File: src/rtl/ssp_pkg.sv
// constants shared by the synchronous serial port pin block
package ssp_pkg;
  // ----------------------------------------------------------------
  // clocking and sizes
  // ----------------------------------------------------------------
  localparam int unsigned PCLK_HZ     = 40_000_000; // system clock rate
  localparam int unsigned NPIN        = 6;          // serial port pins
  localparam int unsigned WORD_BITS   = 8;          // serial word length
  localparam int unsigned FIFO_DEPTH  = 8;          // transmit buffer words
  localparam int unsigned EXT_MIN_PH  = 6;          // least external clock period in system cycles

  // ----------------------------------------------------------------
  // pin indices within the pin vectors
  // ----------------------------------------------------------------
  localparam int unsigned PIN_SC0 = 0; // serial_ctrl_line_zero / gpio_pin_zero
  localparam int unsigned PIN_SC1 = 1; // serial_ctrl_line_one / gpio_pin_one
  localparam int unsigned PIN_SC2 = 2; // serial_ctrl_line_two / gpio_pin_two
  localparam int unsigned PIN_SCK = 3; // serial_bit_clock_line / gpio_pin_three
  localparam int unsigned PIN_SRD = 4; // serial_rx_data_line / gpio_pin_four
  localparam int unsigned PIN_STD = 5; // serial_tx_data_line / gpio_pin_five

  // ----------------------------------------------------------------
  // register byte offsets
  // ----------------------------------------------------------------
  localparam logic [7:0] OFF_CTRL = 8'h00; // mode and clocking control
  localparam logic [7:0] OFF_PCR  = 8'h04; // port_control_register
  localparam logic [7:0] OFF_PDR  = 8'h08; // port_direction_register
  localparam logic [7:0] OFF_GPIO = 8'h0c; // gpio drive value / pin levels
  localparam logic [7:0] OFF_TXD  = 8'h10; // transmit word (write only)
  localparam logic [7:0] OFF_RXD  = 8'h14; // receive word (read pops)
  localparam logic [7:0] OFF_STAT = 8'h18; // status, write 1 clears overrun

  // ----------------------------------------------------------------
  // control fields
  // ----------------------------------------------------------------
  localparam int unsigned CTRL_EN       = 0;  // serial engine enable
  localparam int unsigned CTRL_SYNC     = 1;  // 1 synchronous, 0 asynchronous
  localparam int unsigned CTRL_SCK_OUT  = 2;  // bit clock driven by the port
  localparam int unsigned CTRL_FS_OUT   = 3;  // line two frame sync driven
  localparam int unsigned CTRL_RXCK_OUT = 4;  // async receive clock driven
  localparam int unsigned CTRL_RXFS_OUT = 5;  // async receive frame sync driven
  localparam int unsigned CTRL_FLAGS    = 6;  // sync: lines zero/one are flags
  localparam int unsigned CTRL_FLAG0    = 7;  // serial flag zero value
  localparam int unsigned CTRL_FLAG1    = 8;  // serial flag one value
  localparam int unsigned CTRL_DIV_LSB  = 16; // half-period divider field
  localparam int unsigned CTRL_DIV_W    = 8;
  localparam logic [31:0] CTRL_RST      = 32'h0003_0000;

  // ----------------------------------------------------------------
  // status fields and reset values
  // ----------------------------------------------------------------
  localparam int unsigned ST_TX_EMPTY = 0;
  localparam int unsigned ST_TX_FULL  = 1;
  localparam int unsigned ST_RX_FULL  = 2;
  localparam int unsigned ST_RX_OVR   = 3;
  localparam int unsigned ST_TX_BUSY  = 4;
  localparam logic [5:0]  PCR_RST     = 6'h00; // all pins gpio
  localparam logic [5:0]  PDR_RST     = 6'h00; // all gpio pins inputs
  localparam logic [5:0]  GPIO_RST    = 6'h00;
endpackage

File: src/rtl/ssp_port.sv
// synchronous serial port: pin muxing, serial engine, apb registers
//
// Added by the designer: the register offsets and the APB register port.
`timescale 1ns/1ps
`default_nettype none
// Functional notes
// - line zero: async rx clock, sync tx1/flag0
// - line one: async rx sync, sync tx2/flag1
// - line two: shared sync, async tx only
// - line two drives or accepts frame sync
// - bit clock serves both sync, tx async
// - rx data line input, shifted into receiver
// - tx data line driven while transmitting
// - all six pins gpio after reset
// - gpio direction from direction register bit
// - per-pin serial or gpio from control register

// ------------------------------------------------------------------
// buffer between register writes and the transmitter
// ------------------------------------------------------------------
module ssp_fifo #(
  parameter int unsigned WIDTH = 8,
  parameter int unsigned DEPTH = 8
) (
  input  wire logic             clk,
  input  wire logic             rst_n,
  input  wire logic             in_valid,
  output logic                  in_ready,
  input  wire logic [WIDTH-1:0] in_data,
  output logic                  out_valid,
  input  wire logic             out_ready,
  output logic      [WIDTH-1:0] out_data
);
  localparam int unsigned AW = $clog2(DEPTH);
  logic [WIDTH-1:0] mem [DEPTH];      // word storage
  logic [AW-1:0]    wr_ptr_reg;       // next write slot
  logic [AW-1:0]    rd_ptr_reg;       // next read slot
  logic [AW:0]      count_reg;        // words held
  logic             push;
  logic             pop;

  assign in_ready  = (count_reg != (AW+1)'(DEPTH)); // full at DEPTH words
  assign out_valid = (count_reg != '0);
  assign out_data  = mem[rd_ptr_reg];
  assign push      = in_valid & in_ready;
  assign pop       = out_valid & out_ready;

  // storage write, no reset needed on data
  always_ff @(posedge clk) begin
    if (push) begin
      mem[wr_ptr_reg] <= in_data;
    end
  end

  // pointers and fill level
  always_ff @(posedge clk or negedge rst_n) begin
    if (!rst_n) begin
      wr_ptr_reg <= '0;
      rd_ptr_reg <= '0;
      count_reg  <= '0;
    end else begin
      if (push) begin
        wr_ptr_reg <= (wr_ptr_reg == AW'(DEPTH - 1)) ? '0 : wr_ptr_reg + AW'(1);
      end
      if (pop) begin
        rd_ptr_reg <= (rd_ptr_reg == AW'(DEPTH - 1)) ? '0 : rd_ptr_reg + AW'(1);
      end
      count_reg <= count_reg + (AW+1)'(push) - (AW+1)'(pop);
    end
  end
endmodule

// ------------------------------------------------------------------
// top: apb slave, serial engine and per-pin muxing
// ------------------------------------------------------------------
module ssp_port (
  input  wire logic        pclk,
  input  wire logic        presetn,
  input  wire logic        psel,
  input  wire logic        penable,
  input  wire logic        pwrite,
  input  wire logic [7:0]  paddr,
  input  wire logic [31:0] pwdata,
  output logic      [31:0] prdata,
  output logic             pready,
  output logic             pslverr,
  input  wire logic [5:0]  pin_in,
  output logic      [5:0]  pin_out,
  output logic      [5:0]  pin_oe
);
  typedef enum logic {SSP_TX_IDLE, SSP_TX_SHIFT} ssp_tx_t;
  typedef enum logic {SSP_RX_IDLE, SSP_RX_SHIFT} ssp_rx_t;

  // edge of a sampled level: dir 1 rising, 0 falling
  function automatic logic ssp_edge(input logic cur, input logic prev, input logic dir);
    ssp_edge = dir ? (cur & ~prev) : (~cur & prev);
  endfunction

  // ----------------------------------------------------------------
  // registers and state
  // ----------------------------------------------------------------
  logic [31:0] ctrl_reg;        // mode, directions, divider
  logic [5:0]  pcr_reg;         // 1 = serial function on that pin
  logic [5:0]  pdr_reg;         // gpio direction, 1 = output
  logic [5:0]  gpio_reg;        // gpio drive values
  logic [5:0]  sync1_reg;       // first synchroniser stage
  logic [5:0]  sync2_reg;       // second stage, safe to use
  logic [5:0]  prev_reg;        // delayed copy for edge finding
  logic [7:0]  div_cnt_reg;     // internal clock divider
  logic        int_clk_reg;     // internally generated bit clock
  ssp_tx_t     tx_state_reg;
  logic [7:0]  tx_shift_reg;    // transmit shift register
  logic [2:0]  tx_cnt_reg;      // bits left in word
  logic        fs_drive_reg;    // internal transmit frame sync
  ssp_rx_t     rx_state_reg;
  logic [7:0]  rx_shift_reg;    // receive shift register
  logic [2:0]  rx_cnt_reg;      // bits taken in word
  logic        rxfs_drive_reg;  // internal async receive frame sync
  logic [7:0]  rx_data_reg;     // last complete word
  logic        rx_full_reg;
  logic        rx_ovr_reg;
  logic        pready_reg;
  logic        pslverr_reg;
  logic [31:0] prdata_reg;
  logic [5:0]  pin_out_reg;
  logic [5:0]  pin_oe_reg;

  // ----------------------------------------------------------------
  // decoded controls
  // ----------------------------------------------------------------
  logic       en;
  logic       sync_mode;
  logic       sck_out;
  logic       fs_out;
  logic       rxck_out;
  logic       rxfs_out;
  logic [7:0] div;
  assign en        = ctrl_reg[ssp_pkg::CTRL_EN];
  assign sync_mode = ctrl_reg[ssp_pkg::CTRL_SYNC];
  assign sck_out   = ctrl_reg[ssp_pkg::CTRL_SCK_OUT];
  assign fs_out    = ctrl_reg[ssp_pkg::CTRL_FS_OUT];
  assign rxck_out  = ctrl_reg[ssp_pkg::CTRL_RXCK_OUT];
  assign rxfs_out  = ctrl_reg[ssp_pkg::CTRL_RXFS_OUT];
  assign div       = ctrl_reg[ssp_pkg::CTRL_DIV_LSB +: ssp_pkg::CTRL_DIV_W];

  // ----------------------------------------------------------------
  // pin synchronisers
  // ----------------------------------------------------------------
  // two stages before use; the third copy only serves edge detection
  always_ff @(posedge pclk or negedge presetn) begin
    if (!presetn) begin
      sync1_reg <= 6'h00;
      sync2_reg <= 6'h00;
      prev_reg  <= 6'h00;
    end else begin
      sync1_reg <= pin_in;
      sync2_reg <= sync1_reg;
      prev_reg  <= sync2_reg;
    end
  end

  // ----------------------------------------------------------------
  // clock events
  // ----------------------------------------------------------------
  logic tick;
  logic int_rise;
  logic int_fall;
  logic tx_rise;
  logic rx_fall;
  logic rx_rise;
  assign tick     = (div_cnt_reg == div);
  assign int_rise = tick & ~int_clk_reg;
  assign int_fall = tick & int_clk_reg;
  // external clock halves must span three cycles to be seen here
  assign tx_rise  = sck_out ? int_rise
                  : ssp_edge(sync2_reg[ssp_pkg::PIN_SCK], prev_reg[ssp_pkg::PIN_SCK], 1'b1);
  // sync receiver shares the bit clock, async takes line zero
  assign rx_fall  = sync_mode ? (sck_out ? int_fall
                  : ssp_edge(sync2_reg[ssp_pkg::PIN_SCK], prev_reg[ssp_pkg::PIN_SCK], 1'b0))
                  : (rxck_out ? int_fall
                  : ssp_edge(sync2_reg[ssp_pkg::PIN_SC0], prev_reg[ssp_pkg::PIN_SC0], 1'b0));
  assign rx_rise  = rxck_out ? int_rise
                  : ssp_edge(sync2_reg[ssp_pkg::PIN_SC0], prev_reg[ssp_pkg::PIN_SC0], 1'b1);

  // internal bit clock, half period of div+1 cycles
  always_ff @(posedge pclk or negedge presetn) begin
    if (!presetn) begin
      div_cnt_reg <= 8'h00;
      int_clk_reg <= 1'b0;
    end else if (tick) begin
      div_cnt_reg <= 8'h00;
      int_clk_reg <= ~int_clk_reg;
    end else begin
      div_cnt_reg <= div_cnt_reg + 8'h01;
    end
  end

  // ----------------------------------------------------------------
  // transmit buffer
  // ----------------------------------------------------------------
  logic       txf_in_valid;
  logic       txf_in_ready;
  logic       txf_out_valid;
  logic       txf_out_ready;
  logic [7:0] txf_out_data;
  logic       apb_done;
  logic       tx_start;

  ssp_fifo #(
    .WIDTH (ssp_pkg::WORD_BITS),
    .DEPTH (ssp_pkg::FIFO_DEPTH)
  ) u_txf (
    .clk       (pclk),
    .rst_n     (presetn),
    .in_valid  (txf_in_valid),
    .in_ready  (txf_in_ready),
    .in_data   (pwdata[7:0]),
    .out_valid (txf_out_valid),
    .out_ready (txf_out_ready),
    .out_data  (txf_out_data)
  );

  assign txf_in_valid  = apb_done & pwrite & (paddr == ssp_pkg::OFF_TXD);
  // a word starts with the internal frame sync or a seen external one
  assign tx_start      = en & tx_rise & txf_out_valid
                       & (fs_out | sync2_reg[ssp_pkg::PIN_SC2]);
  assign txf_out_ready = tx_start & ((tx_state_reg == SSP_TX_IDLE) | (tx_cnt_reg == 3'd0));

  // ----------------------------------------------------------------
  // transmitter: bit changes on rising bit clock, msb first
  // ----------------------------------------------------------------
  always_ff @(posedge pclk or negedge presetn) begin
    if (!presetn) begin
      tx_state_reg <= SSP_TX_IDLE;
      tx_shift_reg <= 8'h00;
      tx_cnt_reg   <= 3'd0;
      fs_drive_reg <= 1'b0;
    end else if (tx_rise) begin
      case (tx_state_reg)
        SSP_TX_IDLE: begin
          fs_drive_reg <= txf_out_ready & fs_out;
          if (txf_out_ready) begin
            tx_shift_reg <= txf_out_data;
            tx_cnt_reg   <= 3'd7;
            tx_state_reg <= SSP_TX_SHIFT;
          end
        end
        SSP_TX_SHIFT: begin
          if (tx_cnt_reg != 3'd0) begin
            tx_shift_reg <= {tx_shift_reg[6:0], 1'b0};
            tx_cnt_reg   <= tx_cnt_reg - 3'd1;
            fs_drive_reg <= 1'b0;
          end else if (txf_out_ready) begin
            // back-to-back words keep the line busy
            tx_shift_reg <= txf_out_data;
            tx_cnt_reg   <= 3'd7;
            fs_drive_reg <= fs_out;
          end else begin
            tx_state_reg <= SSP_TX_IDLE;
            fs_drive_reg <= 1'b0;
          end
        end
        default: begin
          tx_state_reg <= SSP_TX_IDLE;
        end
      endcase
    end
  end

  // ----------------------------------------------------------------
  // receiver: samples on falling bit clock after a frame sync
  // ----------------------------------------------------------------
  logic rx_fs;
  logic rx_word_done;
  assign rx_fs = sync_mode ? (fs_out ? fs_drive_reg : sync2_reg[ssp_pkg::PIN_SC2])
               : (rxfs_out ? rxfs_drive_reg : sync2_reg[ssp_pkg::PIN_SC1]);
  assign rx_word_done = rx_fall & (rx_state_reg == SSP_RX_SHIFT) & (rx_cnt_reg == 3'd7);

  // async receive frame sync raised on the rising edge just before an idle receiver's first sample
  always_ff @(posedge pclk or negedge presetn) begin
    if (!presetn) begin
      rxfs_drive_reg <= 1'b0;
    end else if (rx_rise) begin
      rxfs_drive_reg <= en & ~sync_mode & rxfs_out & (rx_state_reg == SSP_RX_IDLE);
    end
  end

  // shift register and word counter
  always_ff @(posedge pclk or negedge presetn) begin
    if (!presetn) begin
      rx_state_reg <= SSP_RX_IDLE;
      rx_shift_reg <= 8'h00;
      rx_cnt_reg   <= 3'd0;
    end else if (rx_fall) begin
      case (rx_state_reg)
        SSP_RX_IDLE: begin
          if (en & rx_fs) begin
            rx_shift_reg <= {rx_shift_reg[6:0], sync2_reg[ssp_pkg::PIN_SRD]};
            rx_cnt_reg   <= 3'd1;
            rx_state_reg <= SSP_RX_SHIFT;
          end
        end
        SSP_RX_SHIFT: begin
          rx_shift_reg <= {rx_shift_reg[6:0], sync2_reg[ssp_pkg::PIN_SRD]};
          rx_cnt_reg   <= rx_cnt_reg + 3'd1;
          if (rx_cnt_reg == 3'd7) begin
            rx_state_reg <= SSP_RX_IDLE;
          end
        end
        default: begin
          rx_state_reg <= SSP_RX_IDLE;
        end
      endcase
    end
  end

  // ----------------------------------------------------------------
  // receive holding register and flags
  // ----------------------------------------------------------------
  logic rx_pop;
  logic ovr_clr;
  assign rx_pop  = apb_done & ~pwrite & (paddr == ssp_pkg::OFF_RXD);
  assign ovr_clr = apb_done & pwrite & (paddr == ssp_pkg::OFF_STAT) & pwdata[ssp_pkg::ST_RX_OVR];

  // a word landing with a read or clear in the same cycle wins
  always_ff @(posedge pclk or negedge presetn) begin
    if (!presetn) begin
      rx_data_reg <= 8'h00;
      rx_full_reg <= 1'b0;
      rx_ovr_reg  <= 1'b0;
    end else begin
      if (rx_word_done) begin
        rx_data_reg <= {rx_shift_reg[6:0], sync2_reg[ssp_pkg::PIN_SRD]};
        rx_full_reg <= 1'b1;
        // an unread word being replaced is an overrun
        rx_ovr_reg  <= rx_ovr_reg | (rx_full_reg & ~rx_pop);
      end else begin
        rx_full_reg <= rx_full_reg & ~rx_pop;
        rx_ovr_reg  <= rx_ovr_reg & ~ovr_clr;
      end
    end
  end

  // ----------------------------------------------------------------
  // apb slave: no wait state, more while the buffer is full
  // ----------------------------------------------------------------
  logic        mapped;
  logic        accept;
  logic        pready_next;
  logic [31:0] rd_mux;
  logic [31:0] status;
  assign status = {27'h0, tx_state_reg == SSP_TX_SHIFT, rx_ovr_reg, rx_full_reg,
                   ~txf_in_ready, ~txf_out_valid};
  assign mapped = (paddr[1:0] == 2'b00) & (paddr <= ssp_pkg::OFF_STAT);
  // a transmit write stalls until the buffer has room
  assign accept = ~(mapped & pwrite & (paddr == ssp_pkg::OFF_TXD)) | txf_in_ready;
  assign pready_next = psel & ~(penable & pready_reg) & accept;
  assign apb_done    = psel & penable & pready_reg;

  // read data selection
  always_comb begin
    rd_mux = 32'h0000_0000;
    case (paddr)
      ssp_pkg::OFF_CTRL: rd_mux = ctrl_reg;
      ssp_pkg::OFF_PCR:  rd_mux = {26'h0, pcr_reg};
      ssp_pkg::OFF_PDR:  rd_mux = {26'h0, pdr_reg};
      ssp_pkg::OFF_GPIO: rd_mux = {26'h0, sync2_reg};
      ssp_pkg::OFF_RXD:  rd_mux = {24'h0, rx_data_reg};
      ssp_pkg::OFF_STAT: rd_mux = status;
      default:           rd_mux = 32'h0000_0000;
    endcase
  end

  // response flops
  always_ff @(posedge pclk or negedge presetn) begin
    if (!presetn) begin
      pready_reg  <= 1'b0;
      pslverr_reg <= 1'b0;
      prdata_reg  <= 32'h0000_0000;
    end else begin
      pready_reg  <= pready_next;
      pslverr_reg <= pready_next & ~mapped;
      prdata_reg  <= (pready_next & ~pwrite & mapped) ? rd_mux : 32'h0000_0000;
    end
  end

  // software-written registers; pins come up as gpio inputs
  always_ff @(posedge pclk or negedge presetn) begin
    if (!presetn) begin
      ctrl_reg <= ssp_pkg::CTRL_RST;
      pcr_reg  <= ssp_pkg::PCR_RST;
      pdr_reg  <= ssp_pkg::PDR_RST;
      gpio_reg <= ssp_pkg::GPIO_RST;
    end else if (apb_done & pwrite) begin
      case (paddr)
        ssp_pkg::OFF_CTRL: ctrl_reg <= pwdata;
        ssp_pkg::OFF_PCR:  pcr_reg  <= pwdata[5:0];
        ssp_pkg::OFF_PDR:  pdr_reg  <= pwdata[5:0];
        ssp_pkg::OFF_GPIO: gpio_reg <= pwdata[5:0];
        default:           ctrl_reg <= ctrl_reg;
      endcase
    end
  end

  // ----------------------------------------------------------------
  // serial roles of each pin
  // ----------------------------------------------------------------
  logic [5:0] ser_out;
  logic [5:0] ser_oe;
  logic       flags;
  assign flags = ctrl_reg[ssp_pkg::CTRL_FLAGS];

  // routing follows the operating mode
  always_comb begin
    ser_out = 6'h00;
    ser_oe  = 6'h00;
    if (sync_mode) begin
      // second and third transmitters copy the main stream
      ser_out[ssp_pkg::PIN_SC0] = flags ? ctrl_reg[ssp_pkg::CTRL_FLAG0] : tx_shift_reg[7];
      ser_out[ssp_pkg::PIN_SC1] = flags ? ctrl_reg[ssp_pkg::CTRL_FLAG1] : tx_shift_reg[7];
      ser_oe[ssp_pkg::PIN_SC0]  = 1'b1;
      ser_oe[ssp_pkg::PIN_SC1]  = 1'b1;
    end else begin
      ser_out[ssp_pkg::PIN_SC0] = int_clk_reg;
      ser_oe[ssp_pkg::PIN_SC0]  = rxck_out;
      ser_out[ssp_pkg::PIN_SC1] = rxfs_drive_reg;
      ser_oe[ssp_pkg::PIN_SC1]  = rxfs_out;
    end
    ser_out[ssp_pkg::PIN_SC2] = fs_drive_reg;
    ser_oe[ssp_pkg::PIN_SC2]  = fs_out;
    ser_out[ssp_pkg::PIN_SCK] = int_clk_reg;
    ser_oe[ssp_pkg::PIN_SCK]  = sck_out;
    ser_oe[ssp_pkg::PIN_SRD]  = 1'b0;
    ser_out[ssp_pkg::PIN_STD] = tx_shift_reg[7];
    ser_oe[ssp_pkg::PIN_STD]  = (tx_state_reg == SSP_TX_SHIFT);
  end

  // per-pin choice between serial function and gpio
  genvar gi;
  generate
    for (gi = 0; gi < ssp_pkg::NPIN; gi++) begin : g_pin
      always_ff @(posedge pclk or negedge presetn) begin
        if (!presetn) begin
          pin_out_reg[gi] <= 1'b0;
          pin_oe_reg[gi]  <= 1'b0;
        end else begin
          pin_out_reg[gi] <= pcr_reg[gi] ? ser_out[gi] : gpio_reg[gi];
          pin_oe_reg[gi]  <= pcr_reg[gi] ? ser_oe[gi] : pdr_reg[gi];
        end
      end
    end
  endgenerate

  assign pin_out = pin_out_reg;
  assign pin_oe  = pin_oe_reg;
  assign pready  = pready_reg;
  assign pslverr = pslverr_reg;
  assign prdata  = prdata_reg;
endmodule
`default_nettype wire

File: config.mk
export PLATFORM = sky130hd
export DESIGN_NAME = ssp_port
export DESIGN_NICKNAME = d
export VERILOG_FILES = /design/src/rtl/ssp_pkg.sv /design/src/rtl/ssp_port.sv
export SDC_FILE = /design/constraint.sdc
export NUM_CORES = 1
export LEC_CHECK = 0
export BUFFER_PORTS_ARGS = -buffer_cell sky130_fd_sc_hd__buf_2
export CORE_MARGIN = 1.5
export CORE_UTILIZATION = 45
export CTS_CLUSTER_SIZE = 10
export DETAILED_ROUTE_END_ITERATION = 10
export PLACE_DENSITY_LB_ADDON = 0.3
export SLEW_MARGIN = 20
export SYNTH_ARGS = -nofsm -noshare
export SYNTH_HDL_FRONTEND = slang
export SYNTH_HIERARCHICAL = 1
export SYNTH_SLANG_ARGS = --single-unit
File: constraint.sdc
create_clock -name pclk -period 2.7 [get_ports pclk]
set_input_delay 0.27 -clock pclk [delete_from_list [all_inputs] [get_ports pclk]]
set_output_delay 0.27 -clock pclk [all_outputs]
set_load 0.02 [all_outputs]
==> Word-level counts from Yosys, hierarchy flattened <==
Memory sizes are Yosys's and may differ from the RTL's.
Index checks and enable logic that the tools add are counted.
{ "totals": {"register_bits": 166, "mem_count": 1, "mem_bits_rw": 64, "elab_cells": 179, "in_bits": 51, "out_inout_bits": 46} }
{ "memory_table": {"columns": ["memory", "words", "width", "rd", "rd_ports_with_merged_regs", "wr", "line_no", "text"], "rows": [
  ["u_txf.mem", 8, 8, 1, 0, 1, "ssp_port.sv:35", "logic [WIDTH-1:0] mem [DEPTH];"]
]} }
{ "classes": {"mux": 52, "eq_ne": 12, "add_sub_neg": 7, "bitwise_logic": 58, "reduce_logical": 10, "magnitude_cmp": 1} }
{ "op_table": {"columns": ["cell", "n"], "rows": [
  ["case mux 32 bit (6 select lines)", 1],
  ["bitwise AND 1 bit", 38],
  ["two-way mux 1 bit", 32],
  ["two-way mux 32 bit", 1],
  ["equality test 8 x 5 -> 1 bit, second input constant", 3],
  ["two-way mux 8 bit", 3],
  ["equality test 8 x 4 -> 1 bit, second input constant", 2],
  ["inverter 1 bit", 16],
  ["case mux 8 bit (2 select lines)", 1],
  ["two-way mux 3 bit", 5],
  ["case mux 7 bit (2 select lines)", 1],
  ["case mux 3 bit (2 select lines)", 2],
  ["AND reduction 2 bit", 5],
  ["adder 3 x 1 -> 3 bit, second input constant", 3],
  ["equality test 3 bit, second input constant", 3],
  ["adder 8 x 1 -> 8 bit, second input constant", 1],
  ["equality test 8 x 3 -> 1 bit, second input constant", 1],
  ["equality test 8 bit", 1],
  ["<= comparator 8 x 5 -> 1 bit, second input constant", 1],
  ["logical NOT 8 bit", 1],
  ["two-way mux 7 bit", 1],
  ["case mux 1 bit (2 select lines)", 3],
  ["adder 4 x 1 -> 4 bit", 1],
  ["two-way mux 2 bit", 2],
  ["9 further kinds", 12]
]} }

==> Logic depth before layout (Yosys ltp) <==
{ "depth": {"depth_word": 10, "ltp_mapped": 15, "mapped_depth_nobuf": 14} }

==> Hierarchy <==
The synthesis kept the hierarchy.
{ "modules_own_cells": {"columns": ["module", "seq_area_each_um2", "instances", "area_each_um2", "cells_each"], "rows": [
  ["ssp_port", 3856.2, 1, 6293.5, 470],
  ["ssp_fifo", 2172.1, 1, 3098.0, 150]
]} }

==> Least setup slack after synthesis <==
Ideal clock, no wire load.
{ "synth_timing": {"path_type": "input port to flip-flop", "startpoint": "in paddr[0]", "endpoint": "mem u_txf.mem[0][0] (enable)", "required_ns": 2.305, "path_stages": 7, "setup_slack_ns": -0.167, "n_path_buf": 0, "arrival_ns": 2.473, "setup_ns": 0.395, "cell_sequence": "or4_4 > or2_4 > nor2_1 > nand4b_1 > nor2_1 > nand2_2 > nor4_1"} }
{ "synth_between": {"elab_chain_cells": 5} }
{ "synth_lines": {"columns": ["element", "line_no", "text"], "rows": [
  ["start: declaration", "ssp_port.sv:82", "input wire logic [7:0] paddr,"],
  ["equality test 8 x 5 -> 1 bit", "ssp_port.sv:223", "assign txf_in_valid = apb_done & pwrite & (paddr == ssp_pkg::OFF_TXD);"],
  ["bitwise AND 1 bit", "ssp_port.sv:223", null],
  ["net txf_in_valid", "ssp_port.sv:201", "logic txf_in_valid;"],
  ["bitwise AND 1 bit", "ssp_port.sv:45", "assign push = in_valid & in_ready;"],
  ["two-way mux 1 bit", "ssp_port.sv:50", "if (push) begin"],
  ["two-way mux 1 bit (not written as such)", "ssp_port.sv:51", "mem[wr_ptr_reg] <= in_data;"],
  ["end: declaration", "ssp_port.sv:35", null]
]} }
The timed path passes the listed nets, and every way through them passes these cells.

==> Worst setup path in the final report <==
{ "layout_timing": {"startpoint": "reg ctrl_reg[22]", "endpoint": "reg u_txf.count_reg[1]"} }
{ "layout_between": {"elab_chain_cells": 9} }
{ "layout_lines": {"columns": ["element", "line_no", "text"], "rows": [
  ["start: declaration", "ssp_port.sv:102", "logic [31:0] ctrl_reg;"],
  ["start signal: assignment", "ssp_port.sv:390", "ctrl_reg <= ssp_pkg::CTRL_RST;"],
  ["start signal: assignment", "ssp_port.sv:396", "ssp_pkg::OFF_CTRL: ctrl_reg <= pwdata;"],
  ["start signal: assignment", "ssp_port.sv:400", "default: ctrl_reg <= ctrl_reg;"],
  ["equality test 8 bit", "ssp_port.sv:171", "assign tick = (div_cnt_reg == div);"],
  ["bitwise AND 1 bit", "ssp_port.sv:172", "assign int_rise = tick & ~int_clk_reg;"],
  ["two-way mux 1 bit", "ssp_port.sv:175", "assign tx_rise = sck_out ? int_rise"],
  ["bitwise AND 1 bit (2 in a row)", "ssp_port.sv:225", "assign tx_start = en & tx_rise & txf_out_valid"],
  ["bitwise AND 1 bit", "ssp_port.sv:226", "& (fs_out | sync2_reg[ssp_pkg::PIN_SC2]);"],
  ["bitwise AND 1 bit", "ssp_port.sv:227", "assign txf_out_ready = tx_start & ((tx_state_reg == SSP_TX_IDLE) | (tx_cnt_reg == 3'd0));"],
  ["net txf_out_ready", "ssp_port.sv:204", "logic txf_out_ready;"],
  ["bitwise AND 1 bit", "ssp_port.sv:46", "assign pop = out_valid & out_ready;"],
  ["net u_txf.pop", "ssp_port.sv:40", "logic pop;"],
  ["subtractor 4 x 1 -> 4 bit", "ssp_port.sv:68", "count_reg <= count_reg + (AW+1)'(push) - (AW+1)'(pop);"],
  ["end signal: assignment", "ssp_port.sv:68", null],
  ["end: declaration", "ssp_port.sv:38", "logic [AW:0] count_reg;"]
]} }
The timed path passes the listed nets, and every way through them passes these cells.
A chain may end at the register's enable or synchronous reset.

==> parameters.txt <==
Parameter                              Value

Run status
  Run status ... complete, no violations

Timing
  Total count of hold-check failures in the final report ... 0
  Setup TNS ... 0 ns
  Actual slew at the worst max-slew pin ... 0.7404 ns
  Minimum period implied by the final worst setup slack ... 2.636 ns
  Final-layout worst hold slack ... 0.07227 ns
  Max frequency ... around 0.38 GHz
  Fin Clk Skew ... about 0.014 ns
  Final slew viol count ... 0
  Period Utilization, post-route ... 97.61%
  Final critical-path setup slack ... 0.06446 ns
  Max-slew headroom ... between 50% and 60%
  Total setup violations reported at the end of the flow ... 0
  Setup repair after global routing missed its margin ... yes

Floorplanning
  Y dimension of the die ... between 100 and 150 um
  Chip Width ... ~150 um
  Core Region ... 0.02036 mm2
  Area of the die ... about 0.022 mm2
  Starting utilization of the core area ... around 46%
  Count of standard-cell rows ... 52
  Number of top-level design ports ... 97

Cells and area
  Most common cell after layout, fill and taps aside ... sky130_fd_sc_hd__dfrtp_1
  Net total in the final layout ... ~860
  Number of non-filler instances in the completed layout ... ~1,100
  Growth of design area from synthesis to finish ... 23.61%
  Highest-count cells in the layout ignoring fill and taps ... 162 x sky130_fd_sc_hd__dfrtp_1, 95 x sky130_fd_sc_hd__buf_2, 78 x sky130_fd_sc_hd__mux2_2
  Antenna diode count ... 0
  Layout cells sized above 1 ... 36.69%
  Number of flip-flops in the largest register ... 64

Route
  Detailed-route DRC error count ... 0
  Aggregate routed wire length ... approximately 20,000 um
  Average wire per standard cell ... between 15 and 20 um
  Antenna Violating Nets Remaining ... 0
  Detailed Route Iter0 Violations ... between 200 and 300
  Router iterations before antenna repair ... 4
  Vias per cell ... roughly 5.3
  Via count of the routed design ... roughly 5,700

GRT
  First-pass GRT wire length ... around 33,000 um
  Remaining global-route overflow ... 0
  Antenna violations before repair ... 0
  Total routing usage reported by global routing ... approximately a fifth
  Maximum number of pins on one net before global-route repair ... 66
  Vias in the first global route ... roughly 6,000

Yosys
  Post-synthesis sequential area ratio ... between 60% and 70%
  Number of distinct library cells after synthesis ... 61
  Top post-synthesis cells by area ... sky130_fd_sc_hd__dfrtp_1 43%, sky130_fd_sc_hd__edfxtp_1 20%, sky130_fd_sc_hd__mux2_2 9.4%
  Cell count after synthesis ... 620
  Synth area leader ... sky130_fd_sc_hd__dfrtp_1
  Async S/R FF share, synth ... 71.93%
  Ys Warns ... 6
  Register bit count reported by yosys ... 228
  Proportion of netlist area held by the largest area contributor ... between 40% and 50%
  Cell Area, Synth ... between 0.009 and 0.01 mm2
  Syn nets ... 687
  Per-instance average area after synthesis ... between 15 and 20 um2
  Number of enable flip-flop cells after synthesis ... between 60 and 70
  Primary flip-flop cell chosen by synthesis mapping ... sky130_fd_sc_hd__dfrtp_1

Worst setup path
  Type of origin of the critical path ... flip-flop
  Worst Setup Path Type ... flip-flop to flip-flop
  Critical Path RT ... between 3 and 4 ns
  Top cell family by delay on the critical path ... simple AND/OR/NAND/NOR gates
  Arrival time of data at the critical path endpoint ... 3.02 ns
  Max stage delay cell, worst path ... sky130_fd_sc_hd__fa_2
  Crit path largest cell delay ... 0.43 ns
  Critical Path, Cell by Cell ... xor2_1 -> nor4_2 -> buf_4 -> nand4_1 -> and2_4 -> nor2_4 -> nand2_2 -> inv_2 -> ha_4 -> inv_2 -> ha_4 -> fa_2
  Maximum fanout encountered on the critical timing path ... 3
  Number of buffers and inverters on the critical path ... 3
  Worst setup EP type ... flip-flop

Clocking
  Number of levels in the clock H-tree ... 1
  CTS sink cnt ... roughly 230
  Clock tree root buffer cell ... sky130_fd_sc_hd__clkbuf_16
  Clock tree from TritonCTS ... built
  Clock latency reported for the late side of the worst-skew pair ... just over 0.5 ns
  Clock transition at the register clock pins on the worst setup and hold paths after CTS ... ~0.05 ns
  CTS buffer count ... 27
  Number of buffers on the longest clock path ... 3

Placement
  Cell count after placement ... about 1,000
  Port bufs ... 96
  Post-Place Setup Slack ... -0.1269 ns
  Detail Placement HPWL ... ~14,000 um
  Routability Congestion ... roughly 0.85

Flow run
  Count of maximum capacitance violations ... 0

Power and ir drop
  Int Pwr ... around 0.0058 W
  LEAKAGE ... approximately 5.4 nW
  Total power per unit cell area ... ~640 mW/mm2
  Combinational Power Share ... roughly 8.0%
  Peak supply drop ... roughly 0.43 mV
  Share of total power in the clock network ... a little over two fifths
  Switching Fraction ... 22.25%
  Proportion of power drawn by flip-flops and latches ... roughly half
  Total net switching power ... roughly 0.0017 W
  Power, Total ... about 0.0074 W

Worst hold path
  Path class of the lowest-slack min-delay path ... input pin to flip-flop
[cells by family after synthesis]
family | count (synthesis) | share of synthesized area (%)
AO/OA/AOI/OAI | 66 | 5.102
flip-flops | 228 | 64.19
multiplexers | 118 | 16.96
XOR/XNOR | 17 | 1.585
buffers and inverters | 44 | 2.185
adder cells (fa/ha/maj) | 16 | 2.212
AND/OR/NAND/NOR | 131 | 7.767
[metal layers]
metal	up-vias	global-route usage, %	wire length [um]
li1	2627	-	-
met3	23	3.549	1004
met1	2912	25.54	8885
met4	0	4.750	293
met2	142	32.14	10030
met5	-	0	0
[area by class of cell]
class | count | area (um2)
clock inverters | 1 | 7.507
multi-input cells | 348 | 3251
fillers | 1603 | 8756
well taps | 270 | 337.8
inverters | 21 | 78.83
repair buffers | 170 | 1145
clock buffers | 47 | 760.7
flip-flops and latches | 228 | 6028
[final timing paths]
kind,depth (start not counted),endpoint,start,slack [ns]
setup / recovery,12,u_txf/count_reg[1]$_DFF_PN0_,ctrl_reg[22]$_DFFE_PN0P_,0.06
max in group asynchronous,3,ctrl_reg[17]$_DFFE_PN1P_,presetn,1.61
min in group asynchronous,2,u_txf/rd_ptr_reg[0]$_DFFE_PN0P_,presetn,0.33
hold / removal,1,u_txf/mem[1][7]$_DFFE_PP_,pwdata[7],0.07
setup reg to reg,12,u_txf/count_reg[1]$_DFF_PN0_,ctrl_reg[22]$_DFFE_PN0P_,0.06
hold reg to reg,0,sync2_reg[1]$_DFF_PN0_,sync1_reg[1]$_DFF_PN0_,0.35
[power by group through the flow]
| stage | clock, W | combinational, W | sequential (W) |
|---|---|---|---|
| 2_1_floorplan | 0 | 0.000280 | 0.00374 |
| 3_3_place_gp | 0 | 0.000497 | 0.00374 |
| 3_5_place_dp | 0 | 0.000525 | 0.00374 |
| 4_1_cts | 0.00326 | 0.000588 | 0.00368 |
| 5_1_grt | 0.00339 | 0.000660 | 0.00369 |
| 6_report | 0.00316 | 0.000594 | 0.00368 |
[metrics by stage]
stage / util [%] / cell area, um2
after global placement: 51.08 / 10400
after global routing: 57.00 / 11610
after CTS: 56.60 / 11530
after detailed placement: 51.08 / 10400
after floorplan: - / 9409
final: 57.00 / 11610
[worst reg2reg max path: stages (launching register included)]
cell	delay (ns)
sky130_fd_sc_hd__dfrtp_1	0.40
sky130_fd_sc_hd__xor2_1	0.18
sky130_fd_sc_hd__nor4_2	0.27
sky130_fd_sc_hd__buf_4	0.16
sky130_fd_sc_hd__nand4_1	0.19
sky130_fd_sc_hd__and2_4	0.25
sky130_fd_sc_hd__nor2_4	0.11
sky130_fd_sc_hd__nand2_2	0.06
sky130_fd_sc_hd__inv_2	0.06
sky130_fd_sc_hd__ha_4	0.19
sky130_fd_sc_hd__inv_2	0.07
sky130_fd_sc_hd__ha_4	0.14
sky130_fd_sc_hd__fa_2	0.43
[cell usage after synthesis (11+ instances only)]
cell type / count
sky130_fd_sc_hd__a21oi_1: 13
sky130_fd_sc_hd__and2_1: 28
sky130_fd_sc_hd__clkbuf_1: 11
sky130_fd_sc_hd__dfrtp_1: 162
sky130_fd_sc_hd__edfxtp_1: 64
sky130_fd_sc_hd__ha_1: 15
sky130_fd_sc_hd__inv_1: 21
sky130_fd_sc_hd__mux2_2: 78
sky130_fd_sc_hd__mux2_4: 14
sky130_fd_sc_hd__nand2_1: 15
sky130_fd_sc_hd__nand3_1: 11
sky130_fd_sc_hd__nor2_1: 34
sky130_fd_sc_hd__xor2_1: 15
[what timing repair did]
action	in CTS	in global routing
cloned	0	0
pin swaps	5	10
resized for setup	4	12
endpoints found under the hold margin	93	0
buffers inserted	4	4
setup endpoints to repair	3	3
hold buffers	31	0
No activity file was read; power rests on OpenSTA's default activity.
